### src/hdl/cmb_consts.vh
`ifndef CMB_CONSTS_VH
`define CMB_CONSTS_VH

// offsets inside a buffer window
`define CMB_OFS_PAY0 4'h4
`define CMB_OFS_PAY7 4'hb
`define CMB_OFS_LEN 4'hc
`define CMB_OFS_LOCAL_PRIORITY 4'hd
`define CMB_OFS_STH 4'he
`define CMB_OFS_STL 4'hf

// register map
`define CMB_ADR_RX_BASE 8'h10
`define CMB_ADR_CTRL 8'h20
`define CMB_ADR_TXFLG 8'h21
`define CMB_ADR_TBSEL 8'h22
`define CMB_ADR_RXFLG 8'h23
`define CMB_ADR_RTR 8'h24

// control fields
`define CMB_CTRL_INIT 0
`define CMB_CTRL_TIME 1

// reset values
`define CMB_RST_CTRL 2'h1
`define CMB_RST_TXE 3'h7
`define CMB_RST_SEL 3'h0

`define CMB_MAX_BYTES 4'h8
`define CMB_NUM_TX 3

`endif

### src/hdl/cmb_local_priority_select.v
`timescale 1ns/10ps
`default_nettype none
`include "cmb_consts.vh"
module cmb_local_priority_select (
    // candidates
    input wire [2:0] pending,
    input wire [7:0] local_priority_0,
    input wire [7:0] local_priority_1,
    input wire [7:0] local_priority_2,
    // winner
    output reg win_valid,
    output reg [1:0] win_index
);
    reg [7:0] best;

    // strict less-than keeps the lower index on a tie
    always @* begin
        win_valid = 1'b0;
        win_index = 2'h0;
        best = 8'hff;
        if (pending[0]) begin
            win_valid = 1'b1;
            win_index = 2'h0;
            best = local_priority_0;
        end
        if (pending[1] && (!win_valid || local_priority_1 < best)) begin
            win_valid = 1'b1;
            win_index = 2'h1;
            best = local_priority_1;
        end
        if (pending[2] && (!win_valid || local_priority_2 < best)) begin
            win_valid = 1'b1;
            win_index = 2'h2;
            best = local_priority_2;
        end
    end
endmodule
`default_nettype wire

### src/hdl/cmb_stamp_counter.v
`timescale 1ns/10ps
`default_nettype none
`include "cmb_consts.vh"
module cmb_stamp_counter (
    // clock and reset
    input wire clk,
    input wire rst,
    // control
    input wire init_mode,
    input wire bit_tick,
    // count
    output reg [15:0] count
);
    // wrap to zero silently, nobody is told
    always @(posedge clk) begin
        if (rst) begin
            count <= 16'h0000;
        end else if (init_mode) begin
            count <= 16'h0000;
        end else if (bit_tick) begin
            count <= count + 16'h0001;
        end
    end
endmodule
`default_nettype wire

### src/hdl/cmb_store.v
// The address-and-strobe port is this design's own decision.
`timescale 1ns/10ps
`default_nettype none
`include "cmb_consts.vh"
module cmb_store (
    // clock and reset
    input wire clk,
    input wire rst,
    // register port
    input wire [7:0] addr,
    input wire [7:0] wdata,
    input wire wr,
    input wire rd,
    output reg [7:0] rdata,
    // bit clock enable from the protocol engine
    input wire bit_tick,
    // transmit side of the protocol engine
    input wire arb_req,
    input wire tx_eof_ok,
    input wire [2:0] tx_byte_sel,
    output reg tx_valid,
    output reg [1:0] tx_index,
    output reg [3:0] tx_length_code,
    output reg [3:0] tx_byte_count,
    output reg tx_remote,
    output reg [7:0] tx_byte_data,
    // receive side of the protocol engine
    input wire rx_wr,
    input wire [3:0] rx_wsel,
    input wire [7:0] rx_wdata,
    input wire rx_eof_ok,
    // status
    output reg [2:0] tx_empty_flag,
    output reg rx_full_flag
);
    // three transmit windows of sixteen bytes and one receive window
    reg [7:0] tx_mem [0:47];
    reg [7:0] rx_mem [0:15];
    // stamps live apart from the byte arrays so a bus write can never reach them
    reg [15:0] tx_stamp [0:2];
    reg [15:0] rx_stamp;

    // control and flag registers
    reg [1:0] control_reg_zero;
    reg [2:0] tx_buffer_select;
    reg [2:0] remote_bits;

    wire init_mode;
    wire stamp_en;
    wire [15:0] stamp_now;
    wire [2:0] next_tx_empty;
    wire next_rx_full;

    // selector
    wire win_valid;
    wire [1:0] win_index;
    wire [7:0] local_priority [0:2];

    // bus decode
    wire in_tx_win;
    wire in_rx_win;
    wire sel_ok;
    wire [1:0] sel_idx;
    wire [3:0] ofs;
    wire [7:0] rx_base;

    // write decodes, one per control register
    wire wr_ctrl;
    wire wr_txflg;
    wire wr_tbsel;
    wire wr_rxflg;
    wire wr_rtr;
    wire tx_wr_ok;
    wire rx_wr_ok;
    wire tx_done;
    wire rx_done;

    // read data before the output register
    reg [7:0] next_rdata;

    assign init_mode = control_reg_zero[`CMB_CTRL_INIT];
    assign stamp_en = control_reg_zero[`CMB_CTRL_TIME];
    assign ofs = addr[3:0];
    assign in_tx_win = (addr[7:4] == 4'h0);
    assign rx_base = `CMB_ADR_RX_BASE;
    assign in_rx_win = (addr[7:4] == rx_base[7:4]);

    function [5:0] mem_index;
        input [1:0] buf_idx;
        input [3:0] offset;
        begin
            mem_index = {buf_idx, offset};
        end
    endfunction

    // lowest set bit of a three-bit mask
    function [1:0] low_index;
        input [2:0] mask;
        begin
            if (mask[0]) begin
                low_index = 2'h0;
            end else if (mask[1]) begin
                low_index = 2'h1;
            end else begin
                low_index = 2'h2;
            end
        end
    endfunction

    // count of bytes actually sent for a given length code
    function [3:0] byte_count;
        input [3:0] code;
        input remote;
        begin
            if (remote) begin
                byte_count = 4'h0;
            end else if (code > `CMB_MAX_BYTES) begin
                byte_count = `CMB_MAX_BYTES;
            end else begin
                byte_count = code;
            end
        end
    endfunction

    // exact match of a control register address
    function reg_hit;
        input [7:0] a;
        input [7:0] target;
        begin
            reg_hit = (a == target);
        end
    endfunction

    assign wr_ctrl = wr && reg_hit(addr, `CMB_ADR_CTRL);
    assign wr_txflg = wr && reg_hit(addr, `CMB_ADR_TXFLG);
    assign wr_tbsel = wr && reg_hit(addr, `CMB_ADR_TBSEL);
    assign wr_rxflg = wr && reg_hit(addr, `CMB_ADR_RXFLG);
    assign wr_rtr = wr && reg_hit(addr, `CMB_ADR_RTR);
    // stamp bytes sit above the writable part of a window
    assign tx_wr_ok = wr && in_tx_win && sel_ok && ofs < `CMB_OFS_STH;
    assign rx_wr_ok = rx_wr && !rx_full_flag && rx_wsel < `CMB_OFS_STH;
    assign tx_done = tx_eof_ok && tx_valid;
    // a message arriving while the foreground is full is dropped with its stamp
    assign rx_done = rx_eof_ok && !rx_full_flag;

    // the selected buffer is reachable only while it is empty
    assign sel_ok = |(tx_buffer_select & tx_empty_flag);
    assign sel_idx = low_index(tx_buffer_select);

    genvar gi;
    generate
        for (gi = 0; gi < `CMB_NUM_TX; gi = gi + 1) begin : g_local_priority
            localparam [1:0] buf_num = gi;
            assign local_priority[gi] = tx_mem[mem_index(buf_num, `CMB_OFS_LOCAL_PRIORITY)];
        end
    endgenerate

    cmb_local_priority_select u_sel (
        .pending(~tx_empty_flag),
        .local_priority_0(local_priority[0]),
        .local_priority_1(local_priority[1]),
        .local_priority_2(local_priority[2]),
        .win_valid(win_valid),
        .win_index(win_index)
    );

    cmb_stamp_counter u_cnt (
        .clk(clk),
        .rst(rst),
        .init_mode(init_mode),
        .bit_tick(bit_tick),
        .count(stamp_now)
    );

    // control registers
    always @(posedge clk) begin
        if (rst) begin
            control_reg_zero <= `CMB_RST_CTRL;
            tx_buffer_select <= `CMB_RST_SEL;
            remote_bits <= 3'h0;
        end else if (wr) begin
            if (wr_ctrl) begin
                control_reg_zero <= wdata[1:0];
            end
            if (wr_rtr) begin
                remote_bits <= wdata[2:0];
            end
            if (wr_tbsel) begin
                // keep only the lowest empty buffer asked for
                if (|(wdata[2:0] & tx_empty_flag)) begin
                    tx_buffer_select <= 3'h1 << low_index(wdata[2:0] & tx_empty_flag);
                end else begin
                    tx_buffer_select <= 3'h0;
                end
            end
        end
    end

    // transmit buffer contents; stamp bytes are not in this array
    always @(posedge clk) begin
        if (tx_wr_ok) begin
            tx_mem[mem_index(sel_idx, ofs)] <= wdata;
        end
    end

    // receive buffer contents, filled by the engine while foreground is free
    always @(posedge clk) begin
        if (rx_wr_ok) begin
            rx_mem[rx_wsel] <= rx_wdata;
        end
    end

    // empty flags: software clears to queue, hardware sets after the send
    // the set wins over a clear in the same cycle so a finished send is not lost
    genvar fi;
    generate
        for (fi = 0; fi < `CMB_NUM_TX; fi = fi + 1) begin : g_flag
            localparam [1:0] flag_num = fi;
            wire clr_req;
            wire set_req;
            assign clr_req = wr_txflg && wdata[fi];
            assign set_req = tx_done && (tx_index == flag_num);
            assign next_tx_empty[fi] = set_req | (tx_empty_flag[fi] & ~clr_req);
        end
    endgenerate

    assign next_rx_full = (rx_full_flag & ~(wr_rxflg && wdata[0])) | rx_eof_ok;

    always @(posedge clk) begin
        if (rst) begin
            tx_empty_flag <= `CMB_RST_TXE;
            rx_full_flag <= 1'b0;
        end else begin
            tx_empty_flag <= next_tx_empty;
            rx_full_flag <= next_rx_full;
        end
    end

    // time stamps taken right after a valid end of frame
    always @(posedge clk) begin
        if (rst) begin
            tx_stamp[0] <= 16'h0000;
            tx_stamp[1] <= 16'h0000;
            tx_stamp[2] <= 16'h0000;
            rx_stamp <= 16'h0000;
        end else begin
            if (stamp_en && tx_done) begin
                tx_stamp[tx_index] <= stamp_now;
            end
            if (stamp_en && rx_done) begin
                rx_stamp <= stamp_now;
            end
        end
    end

    // arbitration: selection redone on every attempt, nothing in init mode
    always @(posedge clk) begin
        if (rst) begin
            tx_valid <= 1'b0;
            tx_index <= 2'h0;
            tx_length_code <= 4'h0;
            tx_byte_count <= 4'h0;
            tx_remote <= 1'b0;
        end else if (init_mode) begin
            tx_valid <= 1'b0;
        end else if (arb_req) begin
            tx_valid <= win_valid;
            tx_index <= win_index;
            tx_length_code <= tx_mem[mem_index(win_index, `CMB_OFS_LEN)][3:0];
            tx_remote <= remote_bits[win_index];
            tx_byte_count <= byte_count(tx_mem[mem_index(win_index, `CMB_OFS_LEN)][3:0],
                remote_bits[win_index]);
        end else if (tx_eof_ok) begin
            tx_valid <= 1'b0;
        end
    end

    // payload byte for the engine, one cycle after it names the byte
    // no check against the count: the engine never asks for bytes past it
    always @(posedge clk) begin
        if (rst) begin
            tx_byte_data <= 8'h00;
        end else begin
            tx_byte_data <= tx_mem[mem_index(tx_index, `CMB_OFS_PAY0 + {1'b0, tx_byte_sel})];
        end
    end

    // read port: data worked out beside the strobe, registered so it stands one cycle only
    always @* begin
        next_rdata = 8'h00;
        if (!rd) begin
            next_rdata = 8'h00;
        end else if (in_tx_win) begin
            // a buffer that is queued or not selected reads as zero, not stale bytes
            if (!sel_ok) begin
                next_rdata = 8'h00;
            end else if (ofs == `CMB_OFS_STH) begin
                next_rdata = tx_stamp[sel_idx][15:8];
            end else if (ofs == `CMB_OFS_STL) begin
                next_rdata = tx_stamp[sel_idx][7:0];
            end else if (ofs == `CMB_OFS_LEN) begin
                next_rdata = {4'h0, tx_mem[mem_index(sel_idx, ofs)][3:0]};
            end else begin
                next_rdata = tx_mem[mem_index(sel_idx, ofs)];
            end
        end else if (in_rx_win) begin
            if (ofs == `CMB_OFS_STH) begin
                next_rdata = rx_stamp[15:8];
            end else if (ofs == `CMB_OFS_STL) begin
                next_rdata = rx_stamp[7:0];
            end else begin
                next_rdata = rx_mem[ofs];
            end
        end else begin
            case (addr)
                `CMB_ADR_CTRL: begin
                    next_rdata = {6'h00, control_reg_zero};
                end
                `CMB_ADR_TXFLG: begin
                    next_rdata = {5'h00, tx_empty_flag};
                end
                `CMB_ADR_TBSEL: begin
                    next_rdata = {5'h00, tx_buffer_select};
                end
                `CMB_ADR_RXFLG: begin
                    next_rdata = {7'h00, rx_full_flag};
                end
                `CMB_ADR_RTR: begin
                    next_rdata = {5'h00, remote_bits};
                end
                default: begin
                    next_rdata = 8'h00;
                end
            endcase
        end
    end

    always @(posedge clk) begin
        if (rst) begin
            rdata <= 8'h00;
        end else begin
            rdata <= next_rdata;
        end
    end
endmodule
`default_nettype wire
### config.mk
export PLATFORM = sky130hd
export DESIGN_NAME = cmb_store
export DESIGN_NICKNAME = d
export VERILOG_FILES = /design/src/hdl/cmb_local_priority_select.v /design/src/hdl/cmb_stamp_counter.v /design/src/hdl/cmb_store.v
export VERILOG_INCLUDE_DIRS = /design/src /design/src/hdl
export SDC_FILE = /design/constraint.sdc
export NUM_CORES = 1
export LEC_CHECK = 0
export BUFFER_PORTS_ARGS = -buffer_cell sky130_fd_sc_hd__buf_2
export CORE_UTILIZATION = 44
export DETAILED_ROUTE_END_ITERATION = 7
export SYNTH_ARGS = -nofsm -noshare
export SYNTH_HDL_FRONTEND = slang
export SYNTH_SLANG_ARGS = --single-unit
### constraint.sdc
create_clock -name clk -period 4.4 [get_ports clk]
set_input_delay 0.44 -clock clk [delete_from_list [all_inputs] [get_ports clk]]
set_output_delay 0.44 -clock clk [all_outputs]
set_load 0.02 [all_outputs]
==> results_tabular.tex, run 1 <==
\begin{tabular}{lr}
\hline
Metric & Value \\
\hline
\multicolumn{2}{l}{\textbf{Drt}} \\
Metal1 wirelength & 30000 um \\
Antenna-violating nets left & 0 \\
Top Metal Used & met5 \\
Metal2 WL & between 30000 and 40000 um \\
Routed wire per std cell & 26.7 um \\
Remaining DRCs & 0 \\
Detail Route met3 WL & 4970 um \\
Number of detailed-route iterations in the first pass & 5 \\
Wirelength, routed & roughly 70000 um \\
Violation count after the first detailed-routing iteration & 1487 \\
Number of vias in the routed layout & 15503 \\
Average via count per standard cell & $\sim$6 \\
\multicolumn{2}{l}{\textbf{Floorplanning}} \\
Width of the die & between 200 and 250 um \\
Die Y-Extent & 249 um \\
Core Area & about 0.060 mm2 \\
Standard-cell rows & 90 \\
Io pins & 72 \\
Effective utilization at floorplan & 0.445 \\
Die area & 0.0619 mm2 \\
\multicolumn{2}{l}{\textbf{CTS}} \\
Clock root buffer & sky130\_fd\_sc\_hd\_\_clkbuf\_16 \\
Buffer levels on the longest clock path & 3 \\
Maximum level of the CTS H-tree & 3 \\
Count of clock tree sinks & a little over 600 \\
Clock-pin transition on the worst setup and hold timing paths & 0.06 ns \\
Number of buffers created by CTS & 68 \\
Number of buffers inserted by post-CTS setup repair & 0 \\
TritonCTS clock tree & built \\
Latest clock arrival within the worst-skew pair & 0.60 ns \\
\multicolumn{2}{l}{\textbf{Setup path}} \\
Reg2Reg Depth & 16 \\
Crit path max-delay cell type & sky130\_fd\_sc\_hd\_\_or4\_1 \\
Setup Crit Path Kind & register to register \\
Maximum cell stage delay along the critical path & 0.66 ns \\
Reg2reg start & tx\_empty\_flag[0] \\
Crit-path cells & nor2\_1 > ha\_1 > a211oi\_1 > a21oi\_1 > or2\_4 > nand2\_1 > o21ai\_0 > ha\_1 > a211oi\_2 > o211ai\_1 > o211ai\_1 > a211oi\_1 > or4\_1 > buf\_4 > mux2i\_1 > o21ai\_1 \\
Startpoint types & register \\
Critical path peak fanout & 15 \\
Family of cells with the greatest summed delay on the critical path & compound AO/OA/AOI/OAI gates \\
Kind of end point of the critical path & register \\
Slack of the worst reg-to-reg path & $\sim$0.34 ns \\
CP Data Required Time & 4.89 ns \\
Reg2reg end & tx\_length\_code[3] \\
Buf/Inv on CP & 1 \\
Endpoint arrival time on the critical path & 4.54 ns \\
\multicolumn{2}{l}{\textbf{STA}} \\
Final setup TNS & 0 ns \\
Final setup violation count & 0 \\
Pins over their slew limit & 0 \\
Max-Slew Margin vs Limit & 0.160 \\
Final cycle utilization of the critical path & 0.922 \\
Crit path time final & 4.06 ns \\
Hold Fails Final Rpt & 0 \\
RSZ-0062 raised after global routing & no \\
Timing-limited maximum frequency & 247 MHz \\
Worst-case clock skew & 0.0155 ns \\
Slew at the pin closest to its max-slew limit & 1.25 ns \\
\multicolumn{2}{l}{\textbf{Finish}} \\
Area used by sequential logic in the layout & around 0.018 mm2 \\
Total inserted antenna cells & 0 \\
Total Nets Final & 1834 \\
Number of standard cells in the final layout excluding fillers & 2610 \\
Total of fill cells in the finished design & 4923 \\
Fraction of final layout cells with drive strength greater than 1 & 0.254 \\
Multi-input gate area & $\sim$0.0086 mm2 \\
Synth-to-Final Area Change & 14.2\% \\
\multicolumn{2}{l}{\textbf{Logic synthesis}} \\
Cells after Synth & 1611 \\
Mapped cell area & 0.0268 mm2 \\
Post-synth ARST share & 0 \\
Number of enable-type register cells in the synthesized netlist & 545 \\
Portion of the post-synthesis area used by sequential elements & 0.665 \\
Count of different cell masters after synthesis & 72 \\
Dominant register cell in the synthesized netlist & sky130\_fd\_sc\_hd\_\_edfxtp\_1 \\
Post-synthesis sequential element count & 617 \\
Yosys Warn Count & 0 \\
Mean instance size in the synthesized netlist & 16.6 um2 \\
\multicolumn{2}{l}{\textbf{Global route}} \\
Total Routing Usage GR & 0.228 \\
Via count of the first global-routing pass & 15205 \\
Largest net degree at the start of global routing & 71 \\
Remaining global-route overflow & 0 \\
First-pass GRT wire length & 102000 um \\
Initial antenna violation count & 2 \\
\multicolumn{2}{l}{\textbf{Hold path}} \\
Worst hold start & arb\_req \\
Worst min-delay path class & input port to register \\
Worst hold path depth & 3 \\
Hold worst-path end & tx\_valid \\
\multicolumn{2}{l}{\textbf{Pwr}} \\
Maximum ir drop on the vdd rail & about 0.25 mV \\
Leakage power total & 10.2 nW \\
Power Dens Cells & approximately 420 mW/mm2 \\
\multicolumn{2}{l}{\textbf{Placement}} \\
Estimated wirelength of the detail-placed design & 47200 um \\
Placed Cells incl. Taps & 2491 \\
Routability Congestion & about 0.89 \\
Count of input and output buffers & 71 \\
\multicolumn{2}{l}{\textbf{Flow run}} \\
Max\_cap viols & 0 \\
\multicolumn{2}{l}{\textbf{Outcome}} \\
Run status & finished, final reports clean \\
\hline
\end{tabular}
layout by cell type, fill, tap and decap left out, types with 20 or more instances in the layout:
| cell type | instances |
|---|---|
| sky130_fd_sc_hd__o21ai_0 | 20 |
| sky130_fd_sc_hd__mux4_2 | 191 |
| sky130_fd_sc_hd__nor3_1 | 41 |
| sky130_fd_sc_hd__dfxtp_1 | 71 |
| sky130_fd_sc_hd__nand3_1 | 21 |
| sky130_fd_sc_hd__nor2_1 | 106 |
| sky130_fd_sc_hd__clkbuf_16 | 74 |
| sky130_fd_sc_hd__a21oi_1 | 64 |
| sky130_fd_sc_hd__edfxtp_1 | 545 |
| sky130_fd_sc_hd__nand2_1 | 131 |
| sky130_fd_sc_hd__buf_2 | 68 |
| sky130_fd_sc_hd__conb_1 | 49 |
| sky130_fd_sc_hd__and2_1 | 51 |
| sky130_fd_sc_hd__buf_4 | 84 |
| sky130_fd_sc_hd__mux2i_1 | 60 |
flip-flops by register name (all words and copies together), names as in the netlist:
name              cells
tx_buffer_select      3
remote_bits           3
tx_valid              1
rx_mem              118
u_cnt.count          16
rx_full_flag          1
rdata                 8
tx_byte_count         4
tx_empty_flag         3
tx_index              2
control_reg_zero      2
tx_mem              379
tx_stamp             48
tx_byte_data          8
tx_length_code        4
rx_stamp             16
tx_remote             1
cell usage after synthesis (all sizes together), types with 15 or more instances:
cell type / n / area share
nor3: 43 / 0.0080
a21oi: 64 / 0.012
edfxtp: 545 / 0.61
clkbuf: 54 / 0.0077
ha: 15 / 0.0070
nor2: 106 / 0.015
mux4: 191 / 0.16
nand2: 131 / 0.018
buf: 50 / 0.013
and2: 51 / 0.012
dfxtp: 72 / 0.054
o21ai: 35 / 0.0065
nand3: 21 / 0.0039
mux2i: 60 / 0.022
metal layers:
metal,vias to the layer above,GRT usage
met3,110,0.0424
met1,8077,0.325
li1,6718,-
met2,596,0.352
met5,-,0
met4,2,0.0797
worst register-to-register path, stage by stage (launching register included):
cell                       delay (ns)
sky130_fd_sc_hd__dfxtp_1         0.56
sky130_fd_sc_hd__nor2_1          0.12
sky130_fd_sc_hd__ha_1            0.33
sky130_fd_sc_hd__a211oi_1        0.32
sky130_fd_sc_hd__a21oi_1         0.15
sky130_fd_sc_hd__or2_4           0.30
sky130_fd_sc_hd__nand2_1         0.08
sky130_fd_sc_hd__o21ai_0         0.08
sky130_fd_sc_hd__ha_1            0.31
sky130_fd_sc_hd__a211oi_2        0.22
sky130_fd_sc_hd__o211ai_1        0.13
sky130_fd_sc_hd__o211ai_1        0.13
sky130_fd_sc_hd__a211oi_1        0.07
sky130_fd_sc_hd__or4_1           0.66
sky130_fd_sc_hd__buf_4           0.25
sky130_fd_sc_hd__mux2i_1         0.17
sky130_fd_sc_hd__o21ai_1         0.07
stage by stage:
stage	worst slack, ns	hold slack (ns)	total power, mW	util	instance area (um2)
2_1_floorplan	0.155	0.436	6.99	-	27000
3_3_place_gp	0.344	0.435	7.29	0.471	28400
3_5_place_dp	0.257	0.439	7.30	0.471	28400
4_1_cts	0.227	0.0901	12.9	0.508	30600
5_1_grt	0.0280	0.134	13.1	0.508	30600
6_report	0.344	0.121	12.8	0.508	30600
repair_timing:
item                                    in CTS  in global routing
endpoints found under the setup margin       0                  9
hold buffers                                 0                  0
resized for setup                            0                  1
worst max path at each step:
| stage | to | cells after the start | slack (ns) | start |
|---|---|---|---|---|
| floorplan | tx_byte_count[1] | 20 | 0.16 | tx_empty_flag[0] |
| global placement | tx_remote | 17 | 0.34 | tx_empty_flag[0] |
| detailed placement | tx_length_code[3] | 16 | 0.26 | tx_empty_flag[0] |
| CTS | tx_length_code[3] | 16 | 0.23 | tx_empty_flag[0] |
| global route | tx_length_code[3] | 17 | 0.03 | tx_empty_flag[0] |
| finish | tx_length_code[3] | 16 | 0.34 | tx_empty_flag[0] |
logic make-up after synthesis:
kind of cell | count (synthesis) | share of synthesized area
other cells | 1 | 0.000140
flops | 617 | 0.665
simple gates | 417 | 0.0738
xor+xnor | 15 | 0.00491
mux | 258 | 0.186
fa+ha+maj | 15 | 0.00701
compound gates | 176 | 0.0416
buf+inv | 112 | 0.0215
power by group:
group | switching [mW] | total (mW) | internal (mW) | leakage (nW)
clock | 2.27 | 5.60 | 3.33 | 1.08
sequential | 0.0190 | 6.46 | 6.44 | 5.56
combinational | 0.442 | 0.707 | 0.265 | 3.55
cell type report:
class | count | area share
Sequential cell | 617 | 0.582
Multi-Input combinational cell | 930 | 0.281
Clock buffer | 88 | 0.0632
Timing Repair Buffer | 154 | 0.0326
Tap cell | 782 | 0.0320
Clock inverter | 31 | 0.00814
Inverter | 8 | 0.000982
Note: power is estimated with default switching activity, not from simulation.
==> run 2: changes to the inputs <==
--- a/config.mk
+++ b/config.mk
@@ -6,9 +6,11 @@
 export SDC_FILE = /design/constraint.sdc
 export NUM_CORES = 1
 export LEC_CHECK = 0
+export ABC_AREA = 1
 export BUFFER_PORTS_ARGS = -buffer_cell sky130_fd_sc_hd__buf_2
 export CORE_UTILIZATION = 44
 export DETAILED_ROUTE_END_ITERATION = 7
+export GPL_TIMING_DRIVEN = 0
 export SYNTH_ARGS = -nofsm -noshare
 export SYNTH_HDL_FRONTEND = slang
 export SYNTH_SLANG_ARGS = --single-unit
==> results_tabular.tex, run 2 <==
\begin{tabular}{lr}
\hline
Metric & Value \\
\hline
\multicolumn{2}{l}{\textbf{Setup path}} \\
Crit path max-delay cell type & sky130\_fd\_sc\_hd\_\_nor2\_1 (was sky130\_fd\_sc\_hd\_\_or4\_1) \\
CP Data Required Time & 4.63 ns (was 4.89 ns) \\
Endpoint arrival time on the critical path & 4.26 ns (was 4.54 ns) \\
Maximum cell stage delay along the critical path & 1.00 ns (was 0.66 ns) \\
Kind of end point of the critical path & register (unchanged) \\
Startpoint types & register (unchanged) \\
Reg2Reg Depth & 9 (was 16) \\
Critical path peak fanout & 10 (was 15) \\
Setup Crit Path Kind & register to register (unchanged) \\
Crit-path cells & clkinv\_1 > o221ai\_1 > nand2\_1 > inv\_1 > nand3\_1 > inv\_1 > buf\_2 > nand3\_1 > nor2\_1 (was nor2\_1 > ha\_1 > a211oi\_1 > a21oi\_1 > or2\_4 > nand2\_1 > o21ai\_0 > ha\_1 > a211oi\_2 > o211ai\_1 > o211ai\_1 > a211oi\_1 > or4\_1 > buf\_4 > mux2i\_1 > o21ai\_1) \\
\multicolumn{2}{l}{\textbf{Logic synthesis}} \\
Number of enable-type register cells in the synthesized netlist & 560 (was 545) \\
Library cell with the highest instance count after synthesis & sky130\_fd\_sc\_hd\_\_edfxtp\_1 (unchanged) \\
Post-synth top cells & sky130\_fd\_sc\_hd\_\_edfxtp\_1 (560), sky130\_fd\_sc\_hd\_\_nor2\_1 (243), sky130\_fd\_sc\_hd\_\_a22oi\_1 (239), sky130\_fd\_sc\_hd\_\_nand2\_1 (208), sky130\_fd\_sc\_hd\_\_a21oi\_1 (155) (was sky130\_fd\_sc\_hd\_\_edfxtp\_1 (545), sky130\_fd\_sc\_hd\_\_mux4\_2 (191), sky130\_fd\_sc\_hd\_\_nand2\_1 (131), sky130\_fd\_sc\_hd\_\_nor2\_1 (106), sky130\_fd\_sc\_hd\_\_dfxtp\_1 (72)) \\
Top cell type's share of synthesized area & 0.635 (was 0.611) \\
Yosys Warn Count & 0 (unchanged) \\
Count of different cell masters after synthesis & 55 (was 72) \\
Cells after Synth & 2160 (was 1611) \\
Leading cell types by total area after synthesis & sky130\_fd\_sc\_hd\_\_edfxtp\_1 (64\%), sky130\_fd\_sc\_hd\_\_a22oi\_1 (6.8\%), sky130\_fd\_sc\_hd\_\_dfxtp\_1 (5.4\%) (was sky130\_fd\_sc\_hd\_\_edfxtp\_1 (61\%), sky130\_fd\_sc\_hd\_\_mux4\_2 (16\%), sky130\_fd\_sc\_hd\_\_dfxtp\_1 (5.4\%)) \\
Mapped cell area & 0.0265 mm2 (was 0.0268 mm2) \\
Mean instance size in the synthesized netlist & 12.3 um2 (was 16.6 um2) \\
Dominant register cell in the synthesized netlist & sky130\_fd\_sc\_hd\_\_edfxtp\_1 (unchanged) \\
Largest area contributor in the synthesized netlist & sky130\_fd\_sc\_hd\_\_edfxtp\_1 (unchanged) \\
Post-synth ARST share & 0 (unchanged) \\
Post-synthesis sequential element count & 632 (was 617) \\
Portion of the post-synthesis area used by sequential elements & 0.689 (was 0.665) \\
\multicolumn{2}{l}{\textbf{Flow run}} \\
Max\_cap viols & 0 (unchanged) \\
\multicolumn{2}{l}{\textbf{Pwr}} \\
Leakage power total & 10.2 nW (about the same) \\
Total power & 13.3 mW (was 12.8 mW) \\
Power Dens Cells & 439 mW/mm2 (was 417 mW/mm2) \\
Maximum ir drop on the vdd rail & 0.366 mV (was 0.247 mV) \\
\multicolumn{2}{l}{\textbf{Drt}} \\
Violation count after the first detailed-routing iteration & 3393 (was 1487) \\
Number of vias in the routed layout & 20475 (was 15503) \\
Antenna-violating nets left & 0 (unchanged) \\
Wirelength, routed & 101000 um (was 69800 um) \\
Number of detailed-route iterations in the first pass & 8 (was 5) \\
Average via count per standard cell & 6.40 (was 5.94) \\
Remaining DRCs & 6 (was 0) \\
Routed wire per std cell & 31.7 um (was 26.7 um) \\
\multicolumn{2}{l}{\textbf{Floorplanning}} \\
Effective utilization at floorplan & 0.447 (was 0.445) \\
Core Area & 0.0592 mm2 (was 0.0602 mm2) \\
Width of the die & 247 um (was 249 um) \\
Standard-cell rows & 89 (was 90) \\
Die area & 0.0612 mm2 (was 0.0619 mm2) \\
Die Y-Extent & 247 um (was 249 um) \\
Io pins & 72 (unchanged) \\
\multicolumn{2}{l}{\textbf{Outcome}} \\
Violated checks & design-rule violations \\
Run status & complete, but fails checks (was finished, final reports clean) \\
\multicolumn{2}{l}{\textbf{CTS}} \\
Number of buffers created by CTS & 69 (was 68) \\
Maximum level of the CTS H-tree & 3 (unchanged) \\
CTS Hold Buffers Added & 0 (unchanged) \\
TritonCTS clock tree & built (unchanged) \\
Latest clock arrival within the worst-skew pair & 0.64 ns (was 0.60 ns) \\
Clock root buffer & sky130\_fd\_sc\_hd\_\_clkbuf\_16 (unchanged) \\
Count of clock tree sinks & 632 (was 617) \\
Clock-pin transition on the worst setup and hold timing paths & 0.06 ns (about the same) \\
Buffer levels on the longest clock path & 3 (unchanged) \\
\multicolumn{2}{l}{\textbf{STA}} \\
Slew at the pin closest to its max-slew limit & 1.37 ns (was 1.25 ns) \\
Crit path time final & 4.03 ns (was 4.06 ns) \\
Final setup TNS & 0 ns (unchanged) \\
RSZ-0062 raised after global routing & no (unchanged) \\
Hold Fails Final Rpt & 0 (unchanged) \\
Pins over their slew limit & 0 (unchanged) \\
Post-Route Hold Slack & 0.0849 ns (was 0.121 ns) \\
Max-Slew Margin vs Limit & 0.0840 (was 0.160) \\
Timing-limited maximum frequency & 248 MHz (was 247 MHz) \\
Final cycle utilization of the critical path & 0.915 (was 0.922) \\
Final setup violation count & 0 (unchanged) \\
Worst-case clock skew & 0.0237 ns (was 0.0155 ns) \\
\multicolumn{2}{l}{\textbf{Hold path}} \\
Worst hold path depth & 3 (unchanged) \\
Worst min-delay path class & input port to register (unchanged) \\
\multicolumn{2}{l}{\textbf{Finish}} \\
Multi-input gate area & 0.00745 mm2 (was 0.00859 mm2) \\
Max reg flops & 384 (was 379) \\
Synth-to-Final Area Change & 14.5\% (was 14.2\%) \\
Number of standard cells in the final layout excluding fillers & 3197 (was 2610) \\
Registers with the highest flip-flop counts & tx\_mem: 384 flops, rx\_mem: 128 flops, tx\_stamp: 48 flops (was tx\_mem: 379 flops, rx\_mem: 118 flops, tx\_stamp: 48 flops) \\
Fraction of final layout cells with drive strength greater than 1 & 0.107 (was 0.254) \\
Area used by sequential logic in the layout & 0.0183 mm2 (was 0.0178 mm2) \\
Total of fill cells in the finished design & 5247 (was 4923) \\
Total Nets Final & 2419 (was 1834) \\
Final Instance Area & 0.0303 mm2 (was 0.0306 mm2) \\
Most frequent standard cell in the layout excluding fill and tap cells & sky130\_fd\_sc\_hd\_\_edfxtp\_1 (unchanged) \\
Biggest register & tx\_mem (unchanged) \\
Top library cells by usage in the layout, fill and taps aside & sky130\_fd\_sc\_hd\_\_edfxtp\_1 (560), sky130\_fd\_sc\_hd\_\_nor2\_1 (243), sky130\_fd\_sc\_hd\_\_a22oi\_1 (239) (was sky130\_fd\_sc\_hd\_\_edfxtp\_1 (545), sky130\_fd\_sc\_hd\_\_mux4\_2 (191), sky130\_fd\_sc\_hd\_\_nand2\_1 (131)) \\
\multicolumn{2}{l}{\textbf{Placement}} \\
Count of input and output buffers & 69 (was 71) \\
Cell area reported after detailed placement & 0.0281 mm2 (was 0.0284 mm2) \\
Placed Cells incl. Taps & 3067 (was 2491) \\
Routability Congestion & 1.05 (was 0.887) \\
Estimated wirelength of the detail-placed design & 69000 um (was 47200 um) \\
\multicolumn{2}{l}{\textbf{Global route}} \\
Largest net degree at the start of global routing & 53 (was 71) \\
Initial antenna violation count & 5 (was 2) \\
Via count of the first global-routing pass & 19237 (was 15205) \\
Remaining global-route overflow & 0 (unchanged) \\
First-pass GRT wire length & 140000 um (was 102000 um) \\
Total Routing Usage GR & 0.331 (was 0.228) \\
\hline
\end{tabular}
==> run 2: cell count changes in the layout (fill, tap and decap cells not counted), moves of 77 or more <==
cell | previous run | this run
sky130_fd_sc_hd__inv_1 | 5 | 92
sky130_fd_sc_hd__mux4_2 | 191 | 0
sky130_fd_sc_hd__o21ai_0 | 20 | 152
sky130_fd_sc_hd__nand2_1 | 131 | 208
sky130_fd_sc_hd__a21oi_1 | 64 | 155
sky130_fd_sc_hd__a22oi_1 | 3 | 239
sky130_fd_sc_hd__nor2_1 | 106 | 243
sky130_fd_sc_hd__buf_4 | 84 | 6
==> run 2: worst paths after layout <==
check / start / end / slack [ns]
min reg2reg: tx_byte_count[3] / tx_byte_count[3] / 0.47
min: rx_eof_ok / rx_full_flag / 0.08
max: tx_empty_flag[2] / tx_mem[8][2] / 0.37
max reg2reg: tx_empty_flag[2] / tx_mem[8][2] / 0.37
==> run 2: power by group <==
part / switching (mW) / internal (mW)
Sequential: 0.0222 / 6.61
Clock: 2.51 / 3.26
Combinational: 0.697 / 0.192
Total: 3.23 / 10.1
==> run 2: layer usage <==
layer | part of all wire | GRT usage | routed length, um
met5 | 0.00031 | 0 | 31
met4 | 0.068 | 0.196 | 6920
met3 | 0.13 | 0.0823 | 12800
met2 | 0.44 | 0.501 | 44700
met1 | 0.36 | 0.431 | 36800
==> run 2: cell families (layout without fill, tap and decap cells) <==
group,count (synthesis),count (layout),synth area share
buf+inv,233,430,0.0393
mux,4,4,0.00161
flops,632,632,0.689
simple gates,555,555,0.0859
fa+ha+maj,15,15,0.00709
compound gates,720,720,0.177
other cells,1,68,0.000142
==> run 2: stage by stage <==
step,setup WS (ns),utilization
2_1_floorplan,0.937,-
3_3_place_gp,0.216,0.473
3_5_place_dp,0.208,0.474
4_1_cts,0.199,0.511
5_1_grt,0.224,0.511
6_report,0.373,0.512
==> run 2: what timing repair did <==
action,in CTS,in global routing
gates resized for setup,0,2
setup buffers,0,0
endpoints found under the setup margin,0,9
==> run 2: cell type report <==
class / count / share of cell area
buffer: 132 / 0.0218
tap: 773 / 0.0319
timing repair buffer: 71 / 0.0119
multi-input combinational: 1358 / 0.246
clock inverter: 41 / 0.0124
antenna: 4 / 0.000330
sequential: 632 / 0.602
clock buffer: 86 / 0.0611
inverter: 100 / 0.0124
==> run 2: critical path: cells and delay by family, from the launching register on <==
family,cells,cell delay [ns]
simple gates,4,1.76
buf+inv,4,1.05
compound gates,1,0.44
flops,1,0.38
